### src/verilog/csos_pkg.sv
`default_nettype none
package csos_pkg;

	// Base clock and the millisecond tick that paces every timer
	localparam int unsigned CLK_HZ = 25_000_000;
	localparam int unsigned TICK_HZ = 1000;
	localparam int unsigned TICK_CYCLES_DEF = CLK_HZ / TICK_HZ;
	localparam int unsigned MS_PER_S = 1000;

	// All timers count milliseconds; 22 bits cover the longest idle span
	typedef logic [21:0] csos_ms_t;

	// Shutter pulse widths
	localparam int unsigned PULSE_SHORT_MS_I = MS_PER_S / 4;
	localparam int unsigned PULSE_LONG_S = 1;
	localparam csos_ms_t PULSE_SHORT_MS = csos_ms_t'(PULSE_SHORT_MS_I);
	localparam csos_ms_t PULSE_LONG_MS = csos_ms_t'(PULSE_LONG_S * MS_PER_S);

	// Lockout after a pulse
	localparam int unsigned LOCK_SHORT_MS_I = MS_PER_S / 2;
	localparam int unsigned LOCK_LONG_S = 5;
	localparam csos_ms_t LOCK_SHORT_MS = csos_ms_t'(LOCK_SHORT_MS_I);
	localparam csos_ms_t LOCK_LONG_MS = csos_ms_t'(LOCK_LONG_S * MS_PER_S);

	// Pushbutton hold windows
	localparam int unsigned PB_POWER_S = 5;
	localparam int unsigned PB_MODE_MIN_S = 2;
	localparam int unsigned PB_MODE_MAX_S = 4;
	localparam csos_ms_t PB_POWER_MS = csos_ms_t'(PB_POWER_S * MS_PER_S);
	localparam csos_ms_t PB_MODE_MIN_MS = csos_ms_t'(PB_MODE_MIN_S * MS_PER_S);
	localparam csos_ms_t PB_MODE_MAX_MS = csos_ms_t'(PB_MODE_MAX_S * MS_PER_S);
	localparam csos_ms_t HOLD_MAX_MS = csos_ms_t'(PB_POWER_S * MS_PER_S + 1);
	localparam csos_ms_t SECOND_MS = csos_ms_t'(MS_PER_S);

	// Automatic power-off spans
	localparam int unsigned IDLE_TEST_MIN = 8;
	localparam int unsigned IDLE_RUN_MIN = 32;
	localparam csos_ms_t IDLE_TEST_MS = csos_ms_t'(IDLE_TEST_MIN * 60 * MS_PER_S);
	localparam csos_ms_t IDLE_RUN_MS = csos_ms_t'(IDLE_RUN_MIN * 60 * MS_PER_S);

	// LED status timing
	localparam int unsigned BLINK_TEST_S = 4;
	localparam int unsigned BLINK_RUN_S = 8;
	localparam csos_ms_t BLINK_TEST_MS = csos_ms_t'(BLINK_TEST_S * MS_PER_S);
	localparam csos_ms_t BLINK_RUN_MS = csos_ms_t'(BLINK_RUN_S * MS_PER_S);
	localparam csos_ms_t LED_BRIEF_MS = csos_ms_t'(50);
	localparam csos_ms_t LED_GAP_MS = csos_ms_t'(250);
	localparam csos_ms_t LED_LONG_MS = csos_ms_t'(1000);
	localparam csos_ms_t TIMER_LAST = csos_ms_t'(1);

	// Pushbutton debounce and power-on reset stretch
	localparam logic [4:0] DEBOUNCE_LAST = 5'h13;
	localparam logic [3:0] POR_DONE = 4'hF;

	// Wishbone register map
	localparam logic [7:0] ADDR_STATUS = 8'h00;
	localparam logic [7:0] ADDR_CTRL = 8'h04;
	localparam int unsigned CTRL_OFF_BIT = 0;

	// Trigger cycle phases
	typedef enum logic [1:0] {PH_IDLE, PH_PULSE, PH_LOCK} csos_phase_e;

	function automatic csos_ms_t pulse_ms(input logic wide);
		return wide ? PULSE_LONG_MS : PULSE_SHORT_MS;
	endfunction

	function automatic csos_ms_t lock_ms(input logic long_dly);
		return long_dly ? LOCK_LONG_MS : LOCK_SHORT_MS;
	endfunction

endpackage
`default_nettype wire

### src/verilog/csos_tick.sv
`default_nettype none
module csos_tick import csos_pkg::*; #(
	parameter int unsigned DIV = TICK_CYCLES_DEF
) (
	input wire logic clk_i,
	input wire logic rst_i,
	output logic tick_o
);

	logic [31:0] cnt_q;

	// Divider: one-cycle enable every DIV clocks
	always_ff @(posedge clk_i) begin
		if (rst_i) begin
			cnt_q <= 32'h0;
			tick_o <= 1'b0;
		end else if (cnt_q >= 32'(DIV - 1)) begin
			cnt_q <= 32'h0;
			tick_o <= 1'b1;
		end else begin
			cnt_q <= cnt_q + 32'h1;
			tick_o <= 1'b0;
		end
	end

endmodule // csos_tick
`default_nettype wire

### src/verilog/csos_debounce.sv
`default_nettype none
module csos_debounce import csos_pkg::*; (
	input wire logic clk_i,
	input wire logic rst_i,
	input wire logic tick_i,
	input wire logic raw_i,
	output logic level_o
);

	logic [4:0] cnt_q;

	// Level follows the input only after it has disagreed for 20 ticks
	always_ff @(posedge clk_i) begin
		if (rst_i) begin
			cnt_q <= 5'h00;
			level_o <= 1'b0;
		end else if (raw_i == level_o) begin
			cnt_q <= 5'h00; // Any bounce back restarts the wait
		end else if (tick_i) begin
			if (cnt_q == DEBOUNCE_LAST) begin
				cnt_q <= 5'h00;
				level_o <= raw_i;
			end else begin
				cnt_q <= cnt_q + 5'h01;
			end
		end
	end

endmodule // csos_debounce
`default_nettype wire

### src/verilog/csos_top.sv
// Functional notes
// - Trigger low while powered and unlocked starts the shutter pulse immediately.
// - After the pulse, triggers are ignored until the lockout ends.
// - Lockout is 5 s with delay select high, 0.5 s when low.
// - Pulse is 0.25 s with width select low, 1 s when high.
// - Holding the pushbutton over 5 s toggles power.
// - Releasing after 2 to 4 s toggles run and test mode.
// - Every power-up lands in test mode.
// - While held with power on, the LED blinks briefly once per second.
// - A recognised power-on or mode command gives a long LED pulse; power-off gives none.
// - Test mode blocks the shutter and lights the LED instead.
// - Auto power-off after 8 min idle in test, 32 min in run.
// - Idle LED: double pulse every 4 s test, single every 8 s run.
// - Active shutter forces the LED off.
// - Internal power-on reset, no external reset needed.
`default_nettype none
module csos_top import csos_pkg::*; #(
	parameter int unsigned TICK_CYCLES = TICK_CYCLES_DEF
) (
	input wire logic clk_i,
	input wire logic rst_i,
	input wire logic trigger_n_i,
	input wire logic delay_select_i,
	input wire logic width_select_i,
	input wire logic pushbutton_input_n_i,
	output logic shutter_o,
	output logic led_o,
	output logic power_o,
	output logic run_mode_o,
	input wire logic wb_cyc_i,
	input wire logic wb_stb_i,
	input wire logic wb_we_i,
	input wire logic [7:0] wb_adr_i,
	input wire logic [3:0] wb_sel_i,
	input wire logic [31:0] wb_dat_i,
	output logic [31:0] wb_dat_o,
	output logic wb_ack_o
);

	logic [3:0] por_cnt_q = 4'h0;
	logic rst_q = 1'b1;
	logic tick;
	logic pb_held;
	logic pb_prev_q;
	csos_ms_t hold_q;
	csos_ms_t sec_q;
	csos_ms_t idle_q;
	csos_ms_t timer_q;
	csos_ms_t long_q;
	csos_ms_t blink_q;
	csos_phase_e phase_q;
	logic power_q;
	logic run_q;
	logic sw_off_q;
	logic start_w;
	logic pulse_end;
	logic pulse_on;
	logic shutter_d;
	logic led_d;
	logic power_evt;
	logic mode_evt;
	logic idle_evt;
	logic wb_req;
	logic brief_on;
	logic blink_on;
	csos_ms_t idle_limit;
	csos_ms_t blink_period;

	// Power-on reset: flop initial values hold reset for 16 clocks
	always_ff @(posedge clk_i) begin
		if (por_cnt_q != POR_DONE) begin
			por_cnt_q <= por_cnt_q + 4'h1;
		end
		rst_q <= rst_i || (por_cnt_q != POR_DONE);
	end

	csos_tick #(
		.DIV(TICK_CYCLES)
	) u_tick (
		.clk_i(clk_i),
		.rst_i(rst_q),
		.tick_o(tick)
	);

	// Pushbutton closes to ground; level is high while pressed
	csos_debounce u_pb (
		.clk_i(clk_i),
		.rst_i(rst_q),
		.tick_i(tick),
		.raw_i(~pushbutton_input_n_i),
		.level_o(pb_held)
	);

	// Pushbutton hold timing
	always_ff @(posedge clk_i) begin
		if (rst_q) begin
			pb_prev_q <= 1'b0;
			hold_q <= '0;
			sec_q <= '0;
		end else begin
			pb_prev_q <= pb_held;
			if (!pb_held) begin
				hold_q <= '0;
				sec_q <= '0;
			end else if (tick) begin
				if (hold_q != HOLD_MAX_MS) begin
					hold_q <= hold_q + TIMER_LAST;
				end
				sec_q <= (sec_q == SECOND_MS - TIMER_LAST) ? '0 : sec_q + TIMER_LAST;
			end
		end
	end

	// Commands: power fires the moment 5 s is exceeded, mode on release
	assign power_evt = pb_held && tick && (hold_q == PB_POWER_MS);
	assign mode_evt = pb_prev_q && !pb_held && power_q
		&& (hold_q >= PB_MODE_MIN_MS) && (hold_q < PB_MODE_MAX_MS);
	assign idle_limit = run_q ? IDLE_RUN_MS : IDLE_TEST_MS;
	assign idle_evt = power_q && (idle_q >= idle_limit);

	// Soft power and mode; power-up always selects test mode
	always_ff @(posedge clk_i) begin
		if (rst_q) begin
			power_q <= 1'b0;
			run_q <= 1'b0;
		end else if (power_evt) begin
			power_q <= !power_q;
			run_q <= 1'b0;
		end else if (idle_evt || (power_q && sw_off_q)) begin
			power_q <= 1'b0;
		end else if (mode_evt) begin
			run_q <= !run_q;
		end
	end

	// Idle timer restarts on every accepted trigger
	always_ff @(posedge clk_i) begin
		if (rst_q || !power_q || start_w) begin
			idle_q <= '0;
		end else if (tick && !idle_evt) begin
			idle_q <= idle_q + TIMER_LAST;
		end
	end

	// Trigger is level sensitive, so a held-low trigger re-fires after lockout
	assign start_w = power_q && (phase_q == PH_IDLE) && !trigger_n_i;
	assign pulse_end = (phase_q == PH_PULSE) && tick && (timer_q == TIMER_LAST);
	assign pulse_on = start_w || ((phase_q == PH_PULSE) && !pulse_end);

	// Trigger cycle: pulse, then lockout, then idle
	always_ff @(posedge clk_i) begin
		if (rst_q || !power_q) begin
			phase_q <= PH_IDLE;
			timer_q <= '0;
		end else begin
			case (phase_q)
				PH_IDLE: begin
					if (start_w) begin
						phase_q <= PH_PULSE;
						timer_q <= pulse_ms(width_select_i);
					end
				end
				PH_PULSE: begin
					if (pulse_end) begin
						phase_q <= PH_LOCK;
						timer_q <= lock_ms(delay_select_i);
					end else if (tick) begin
						timer_q <= timer_q - TIMER_LAST;
					end
				end
				PH_LOCK: begin
					if (tick) begin
						if (timer_q == TIMER_LAST) begin
							phase_q <= PH_IDLE;
						end else begin
							timer_q <= timer_q - TIMER_LAST;
						end
					end
				end
				default: begin
					phase_q <= PH_IDLE;
				end
			endcase
		end
	end

	// Long acknowledge pulse after a power-on or mode command
	always_ff @(posedge clk_i) begin
		if (rst_q) begin
			long_q <= '0;
		end else if (power_evt || mode_evt) begin
			long_q <= LED_LONG_MS;
		end else if (!power_q) begin
			long_q <= '0;
		end else if (tick && (long_q != '0)) begin
			long_q <= long_q - TIMER_LAST;
		end
	end

	// Idle blink period counter
	assign blink_period = run_q ? BLINK_RUN_MS : BLINK_TEST_MS;
	always_ff @(posedge clk_i) begin
		if (rst_q || !power_q) begin
			blink_q <= '0;
		end else if (tick) begin
			blink_q <= (blink_q >= blink_period - TIMER_LAST) ? '0 : blink_q + TIMER_LAST;
		end
	end

	// LED sources
	assign brief_on = pb_held && (hold_q >= SECOND_MS) && (sec_q < LED_BRIEF_MS);
	assign blink_on = (phase_q == PH_IDLE) && !pb_held && ((blink_q < LED_BRIEF_MS)
		|| (!run_q && (blink_q >= LED_GAP_MS) && (blink_q < LED_GAP_MS + LED_BRIEF_MS)));
	assign shutter_d = power_q && run_q && pulse_on;
	// Shutter blanks the LED so the LED never shows in the picture
	assign led_d = power_q && !shutter_d && ((long_q != '0) || brief_on || blink_on
		|| (!run_q && pulse_on));

	// Output registers
	always_ff @(posedge clk_i) begin
		if (rst_q) begin
			shutter_o <= 1'b0;
			led_o <= 1'b0;
		end else begin
			shutter_o <= shutter_d;
			led_o <= led_d;
		end
	end

	assign power_o = power_q;
	assign run_mode_o = run_q;

	// Wishbone slave: every access is acked one cycle after the request
	assign wb_req = wb_cyc_i && wb_stb_i && !wb_ack_o;
	always_ff @(posedge clk_i) begin
		if (rst_q) begin
			wb_ack_o <= 1'b0;
			wb_dat_o <= 32'h0000_0000;
			sw_off_q <= 1'b0;
		end else begin
			wb_ack_o <= wb_req;
			sw_off_q <= wb_req && wb_we_i && (wb_adr_i == ADDR_CTRL) && wb_sel_i[0] && wb_dat_i[CTRL_OFF_BIT];
			if (wb_req && !wb_we_i && (wb_adr_i == ADDR_STATUS)) begin
				wb_dat_o <= {27'h0, pb_held, phase_q, run_q, power_q};
			end else if (wb_req) begin
				wb_dat_o <= 32'h0000_0000; // Control and unmapped read as zero
			end
		end
	end
endmodule // csos_top
`default_nettype wire

### config.mk
export PLATFORM = sky130hd
export DESIGN_NAME = csos_top
export DESIGN_NICKNAME = d
export VERILOG_FILES = /design/src/verilog/csos_pkg.sv /design/src/verilog/csos_tick.sv /design/src/verilog/csos_debounce.sv /design/src/verilog/csos_top.sv
export SDC_FILE = /design/constraint.sdc
export NUM_CORES = 1
export LEC_CHECK = 0
export ABC_CLOCK_PERIOD_IN_PS = 2700
export BUFFER_PORTS_ARGS = -buffer_cell sky130_fd_sc_hd__buf_2
export CORE_MARGIN = 4
export CORE_UTILIZATION = 55
export CTS_CLUSTER_DIAMETER = 100
export DETAILED_ROUTE_END_ITERATION = 6
export PLACE_DENSITY = 0.72
export SLEW_MARGIN = 20
export SYNTH_ARGS = -nofsm -noshare
export SYNTH_HDL_FRONTEND = slang
export SYNTH_SLANG_ARGS = --single-unit
export TNS_END_PERCENT = 100
### constraint.sdc
create_clock -name clk_i -period 2.7 [get_ports clk_i]
set_input_delay 0.27 -clock clk_i [delete_from_list [all_inputs] [get_ports clk_i]]
set_output_delay 0.27 -clock clk_i [all_outputs]
set_load 0.005 [all_outputs]
# After elaboration in Yosys (flattened, before gate mapping)
# Index checks and enable logic that the tools add are counted.
[op_classes]
add_sub_neg = 10
magnitude_cmp = 10
n_eq_ne = 17
n_mux = 26
bitwise_logic = 5
reduce_logical = 69
[op_table]
columns = ["operator", "n"]
rows = [
  ["$mux W22", 7],
  ["$add A22 B1 Y22 const B", 4],
  ["$pmux W22 S3", 1],
  ["$lt A22 B6 Y1 const B", 2],
  ["$sub A22 B1 Y22 const B", 2],
  ["$mux W10", 4],
  ["$logic_and A1 B1 Y1", 34],
  ["$add A32 B1 Y32 const B", 1],
  ["$ge A32 B15 Y1 const B", 1],
  ["$mux W13", 2],
  ["$eq A22 B1 Y1 const B", 1],
  ["$eq A22 B10 Y1 const B", 1],
  ["$eq A22 B13 Y1 const B", 1],
  ["$ge A22 B10 Y1 const B", 1],
  ["$ge A22 B11 Y1 const B", 1],
  ["$ge A22 B21 Y1", 1],
  ["$ge A22 B22 Y1", 1],
  ["$ge A22 B8 Y1 const B", 1],
  ["$lt A22 B12 Y1 const B", 1],
  ["$lt A22 B9 Y1 const B", 1],
  ["$ne A22 B13 Y1 const B", 1],
  ["$reduce_bool A22 Y1", 1],
  ["$mux W21", 1],
  ["$mux W5", 3],
  ["other kinds (29)", 63],
]
[word_totals]
register_bits = 190
inputBits = 53
out_inout_bits = 37
elab_cells = 159

# Depth between registers and ports, before layout
[logic_depth]
ltp_word = 10
mapped_depth = 10
ltp_nobuf = 8

# Cells and area by module
# Synthesis repeated with hierarchy kept, for this count alone.
[hier_totals]
hier_cells = 1073
hier_area_um2 = 9278.9
[modules_own_cells]
columns = ["module", "n_inst", "cells_per_inst", "area_per_inst_um2", "seq_area_each_um2"]
rows = [
  ["csos_top", 1, 938, 7868.8, 3062.9],
  ["csos_tick", 1, 105, 1113.6, 660.6],
  ["csos_debounce", 1, 30, 296.5, 120.1],
]

# Worst setup path before layout
# No wires, ideal clock.
[synth_path]
path_kind = "flip-flop to flip-flop"
startpoint = "register run_q (netlist: run_mode_o)"
endpoint = "register idle_q[1]"
setup_time_ns = 0.128
arrival_time_ns = 2.287
required_ns = 2.572
slack_ns = 0.285
path_stages_with_launch = 10
n_path_buf = 1
synth_period_minus_slack_ns = 2.415
cell_sequence = "dfxtp_1 > inv_1 > ha_1 > a21o_1 > a211oi_1 > a311oi_1 > buf_2 > nor3_1 > mux2i_1 > nor2_1"
[synth_via]
elab_chain_len = 5
[synth_rtl]
columns = ["item", "line", "rtl"]
rows = [
  ["from (decl)", "csos_top.sv:53", "logic run_q;"],
  ["from (signal assigned)", "csos_top.sv:132", "run_q <= !run_q;"],
  ["$mux W21", "csos_top.sv:118", "assign idle_limit = run_q ? IDLE_RUN_MS : IDLE_TEST_MS;"],
  ["$ge A22 B21 Y1", "csos_top.sv:119", "assign idle_evt = power_q && (idle_q >= idle_limit);"],
  ["$logic_and A1 B1 Y1", "csos_top.sv:119", ""],
  ["$logic_not A1 Y1", "csos_top.sv:140", "end else if (tick && !idle_evt) begin"],
  ["$logic_and A1 B1 Y1", "csos_top.sv:140", ""],
  ["to (signal assigned)", "csos_top.sv:141", "idle_q <= idle_q + TIMER_LAST;"],
  ["to (decl)", "csos_top.sv:47", "csos_ms_t idle_q;"],
]
# No other way between the ends.
# A chain may end at the register's enable or synchronous reset.

# Final worst setup path
[layout_path]
startpoint = "register run_q (netlist: run_mode_o)"
endpoint = "register idle_q[7]"
# The elaborated chain is that of the path after synthesis.

==> impl_metrics.yaml <==
logic_synthesis:
  yosysSeqAreaShare_pct: 41.15
  synth_top_cells_by_count: "nor2_1, dfxtp_1, xnor2_1"
  synth_edf_count: 4
  synth_top_area_cell: "dfxtp_1"
  async_flop_share_pct: 0
  syn_avg_cell_area_um2: 8.780
  yosys_warnings: 0
  synth_cells: 1064
  syn_area_um2: 9341
  synthTopCellsByArea: "dfxtp_1, nor2_1, xnor2_1"
  synth_seq_cells: 190
  ys.flop_type: "dfxtp_1"
  netlist.area_leader.share_pct: 39.86
  synth_cell_types: 75
  yosysMostFrequentCell: "nor2_1"
final_layout:
  synthToLayoutAreaGrowth_pct: 10.84
  n_antenna_cell: 0
  final_util_pct: 62.21
  fillCellCount: 1471
  fin_cells: 1347
  multi_input_area_um2: 5184
  nets: 1195
  stdcell_area_um2: 10350
  drive_gt1_share_pct: 10.47
  register_area_um2: 3844
clock_network:
  numCtsBuffers: 17
  clock-sinks: 190
  ctsResizeCount: 0
  cts_tree: "done"
  clockBufferDepth: 2
  clkTransAtPathRegs_ns: 0.07
  cts_hold_buf: 0
  post_cts_buffers: 0
  htree_levels: 4
  cts-root-buf: "clkbuf_16"
  clk_latency_ns: 0.43
global_routing:
  grt_max_degree: 24
  grt-ovfl-total: 0
  track_usage_pct: 19.21
  antenna_found_initial: 0
  grt_pass1_vias: 6743
  grt_pass1_wl_um: 31480
sta:
  setup_viol: 0
  fin_ws_ns: 0.2278
  finalHoldViolations: 0
  fin_skew_ns: 0.01308
  rsz0062_at_grt: "false"
  tns_ns: 0
  tightest_slew_ns: 0.8368
  fin_crit_ns: 2.472
  slew_headroom_pct: 43.60
  slew_violations: 0
  fmax_ghz: 0.4045
  fin_crit_sh_pct: 91.56
critical_path:
  max_stage_delay_ns: 0.37
  slowest_stage: "nor4_1"
  r2r-start: "run_mode_o"
  crit_arrival_ns: 2.78
  r2r_end: "idle_q[7]"
  cp-start-kind: "flip-flop"
  crit_required_ns: 3.01
  crit_path_end_kind: "flip-flop"
  path_buf_inv: 2
  reg2reg_slack_ns: 0.23
  crit_fanout: 10
  worst_r2r_path_depth: 9
  critical_path_class: "flip-flop to flip-flop"
  path_cells: "inv_1, ha_1, a21o_1, a211oi_1, a311oi_2, buf_4, nor4_1, xnor2_1, nor2_1"
  cp_top_family: "compound AO/OA/AOI/OAI gates"
placed_design:
  place_congestion: 0.9060
  place_area_um2: 9721
  hpwl_um: 12840
  io_buffers: 28
  dpl.cell_count: 1315
  place_ws_ns: 0.2732
min_path:
  hold_class: "primary input to flip-flop"
  hold_path_depth: 2
  whs_endpoint: "rst_q"
  hold_start: "rst_i"
run_status:
  status: "finished clean"
floorplan:
  die-area_um2: 19130
  start_util_pct: 56.13
  die_h_um: 138.3
  rows: 47
  core_area_um2: 16640
  ioPinCount: 90
  die_w_um: 138.3
power:
  ir_drop_mv: 0.4706
  leakage_nw: 3.645
  p_per_area_nw_per_um2: 536.3
route:
  wire_per_inst_um: 13.34
  drt_iter0_drc: 431
  drc: 0
  drt_first_pass_iters: 4
  routed_wl_um: 17970
  via_per_inst: 5.350
  vias: 7207
  antenna_left: 0
flow_run:
  maxCapViolCount: 0
## through the flow
| stage | hold slack [ns] | total power, W |
|---|---|---|
| floorplan | 0.3656 | 0.002969 |
| global placement | 0.4352 | 0.002975 |
| detailed placement | 0.4445 | 0.002976 |
| CTS | 0.01270 | 0.005621 |
| global route | 0.01558 | 0.005757 |
| finish | 0.03424 | 0.005553 |
## state kept, by name, summed over array words and instances, names as in the netlist
signal	count
blink_q	22
u_tick.tick_o	1
rst_q	1
run_mode_o	1
wb_dat_o	5
long_q	22
shutter_o	1
hold_q	22
sec_q	22
sw_off_q	1
u_pb.cnt_q	5
phase_q	2
por_cnt_q	4
wb_ack_o	1
u_tick.cnt_q	32
idle_q	22
u_pb.level_o	1
led_o	1
pb_prev_q	1
timer_q	22
power_o	1
## where the power goes
part	internal, W	switching (W)	total [W]
clock network	0.00154	0.00110	0.00264
registers	0.00283	0.00000873	0.00283
logic	0.0000302	0.0000484	0.0000786
## kinds of logic after synthesis
group | share of synthesized area [%]
AOI/OAI and AO/OA | 8.251
xor gates and xnor gates | 12.09
adders and majority gates | 3.750
buffers and inverters | 5.237
DFF | 41.15
muxes | 0.5358
other | 0.04014
and+or+nand+nor | 28.94
## worst max path at each step
| stage | start | end | slack [ns] | cells past startpoint |
|---|---|---|---|---|
| 2_1_floorplan | run_mode_o | idle_q[1] | 0.28 | 9 |
| 3_3_place_gp | run_mode_o | idle_q[1] | 0.33 | 9 |
| 3_5_place_dp | run_mode_o | idle_q[3] | 0.27 | 9 |
| 4_1_cts | run_mode_o | idle_q[7] | 0.23 | 9 |
| 5_1_grt | run_mode_o | idle_q[7] | 0.005 | 9 |
| 6_report | run_mode_o | idle_q[7] | 0.23 | 9 |
## cell type report
class	count	area share [%]
Clock buffer	19	4.387
Clock inverter	13	1.728
Inverter	24	0.8701
Multi-Input combinational cell	828	50.07
Sequential cell	190	37.12
Tap cell	220	2.659
Timing Repair Buffer	53	3.166
## metal layers
layer | vias up | track usage (%) | share of wire [%]
met5 | - | 0 | 0
met4 | 0 | 7.176 | 0.81
met3 | 13 | 3.660 | 2.5
met2 | 70 | 31.45 | 48
met1 | 3373 | 25.34 | 49
li1 | 3751 | - | -
## placed cells by master (no fill, tap or decap), drive strengths merged, types with 33 or more instances in the layout
cell / netlist / layout
conb: 1 / 44
xor2: 57 / 57
dfxtp: 186 / 186
nor4: 36 / 36
nor2: 199 / 199
nand3: 42 / 42
nor3: 33 / 33
nand2: 74 / 74
buf: 44 / 53
xnor2: 72 / 72
No activity file was read; power rests on OpenSTA's default activity.
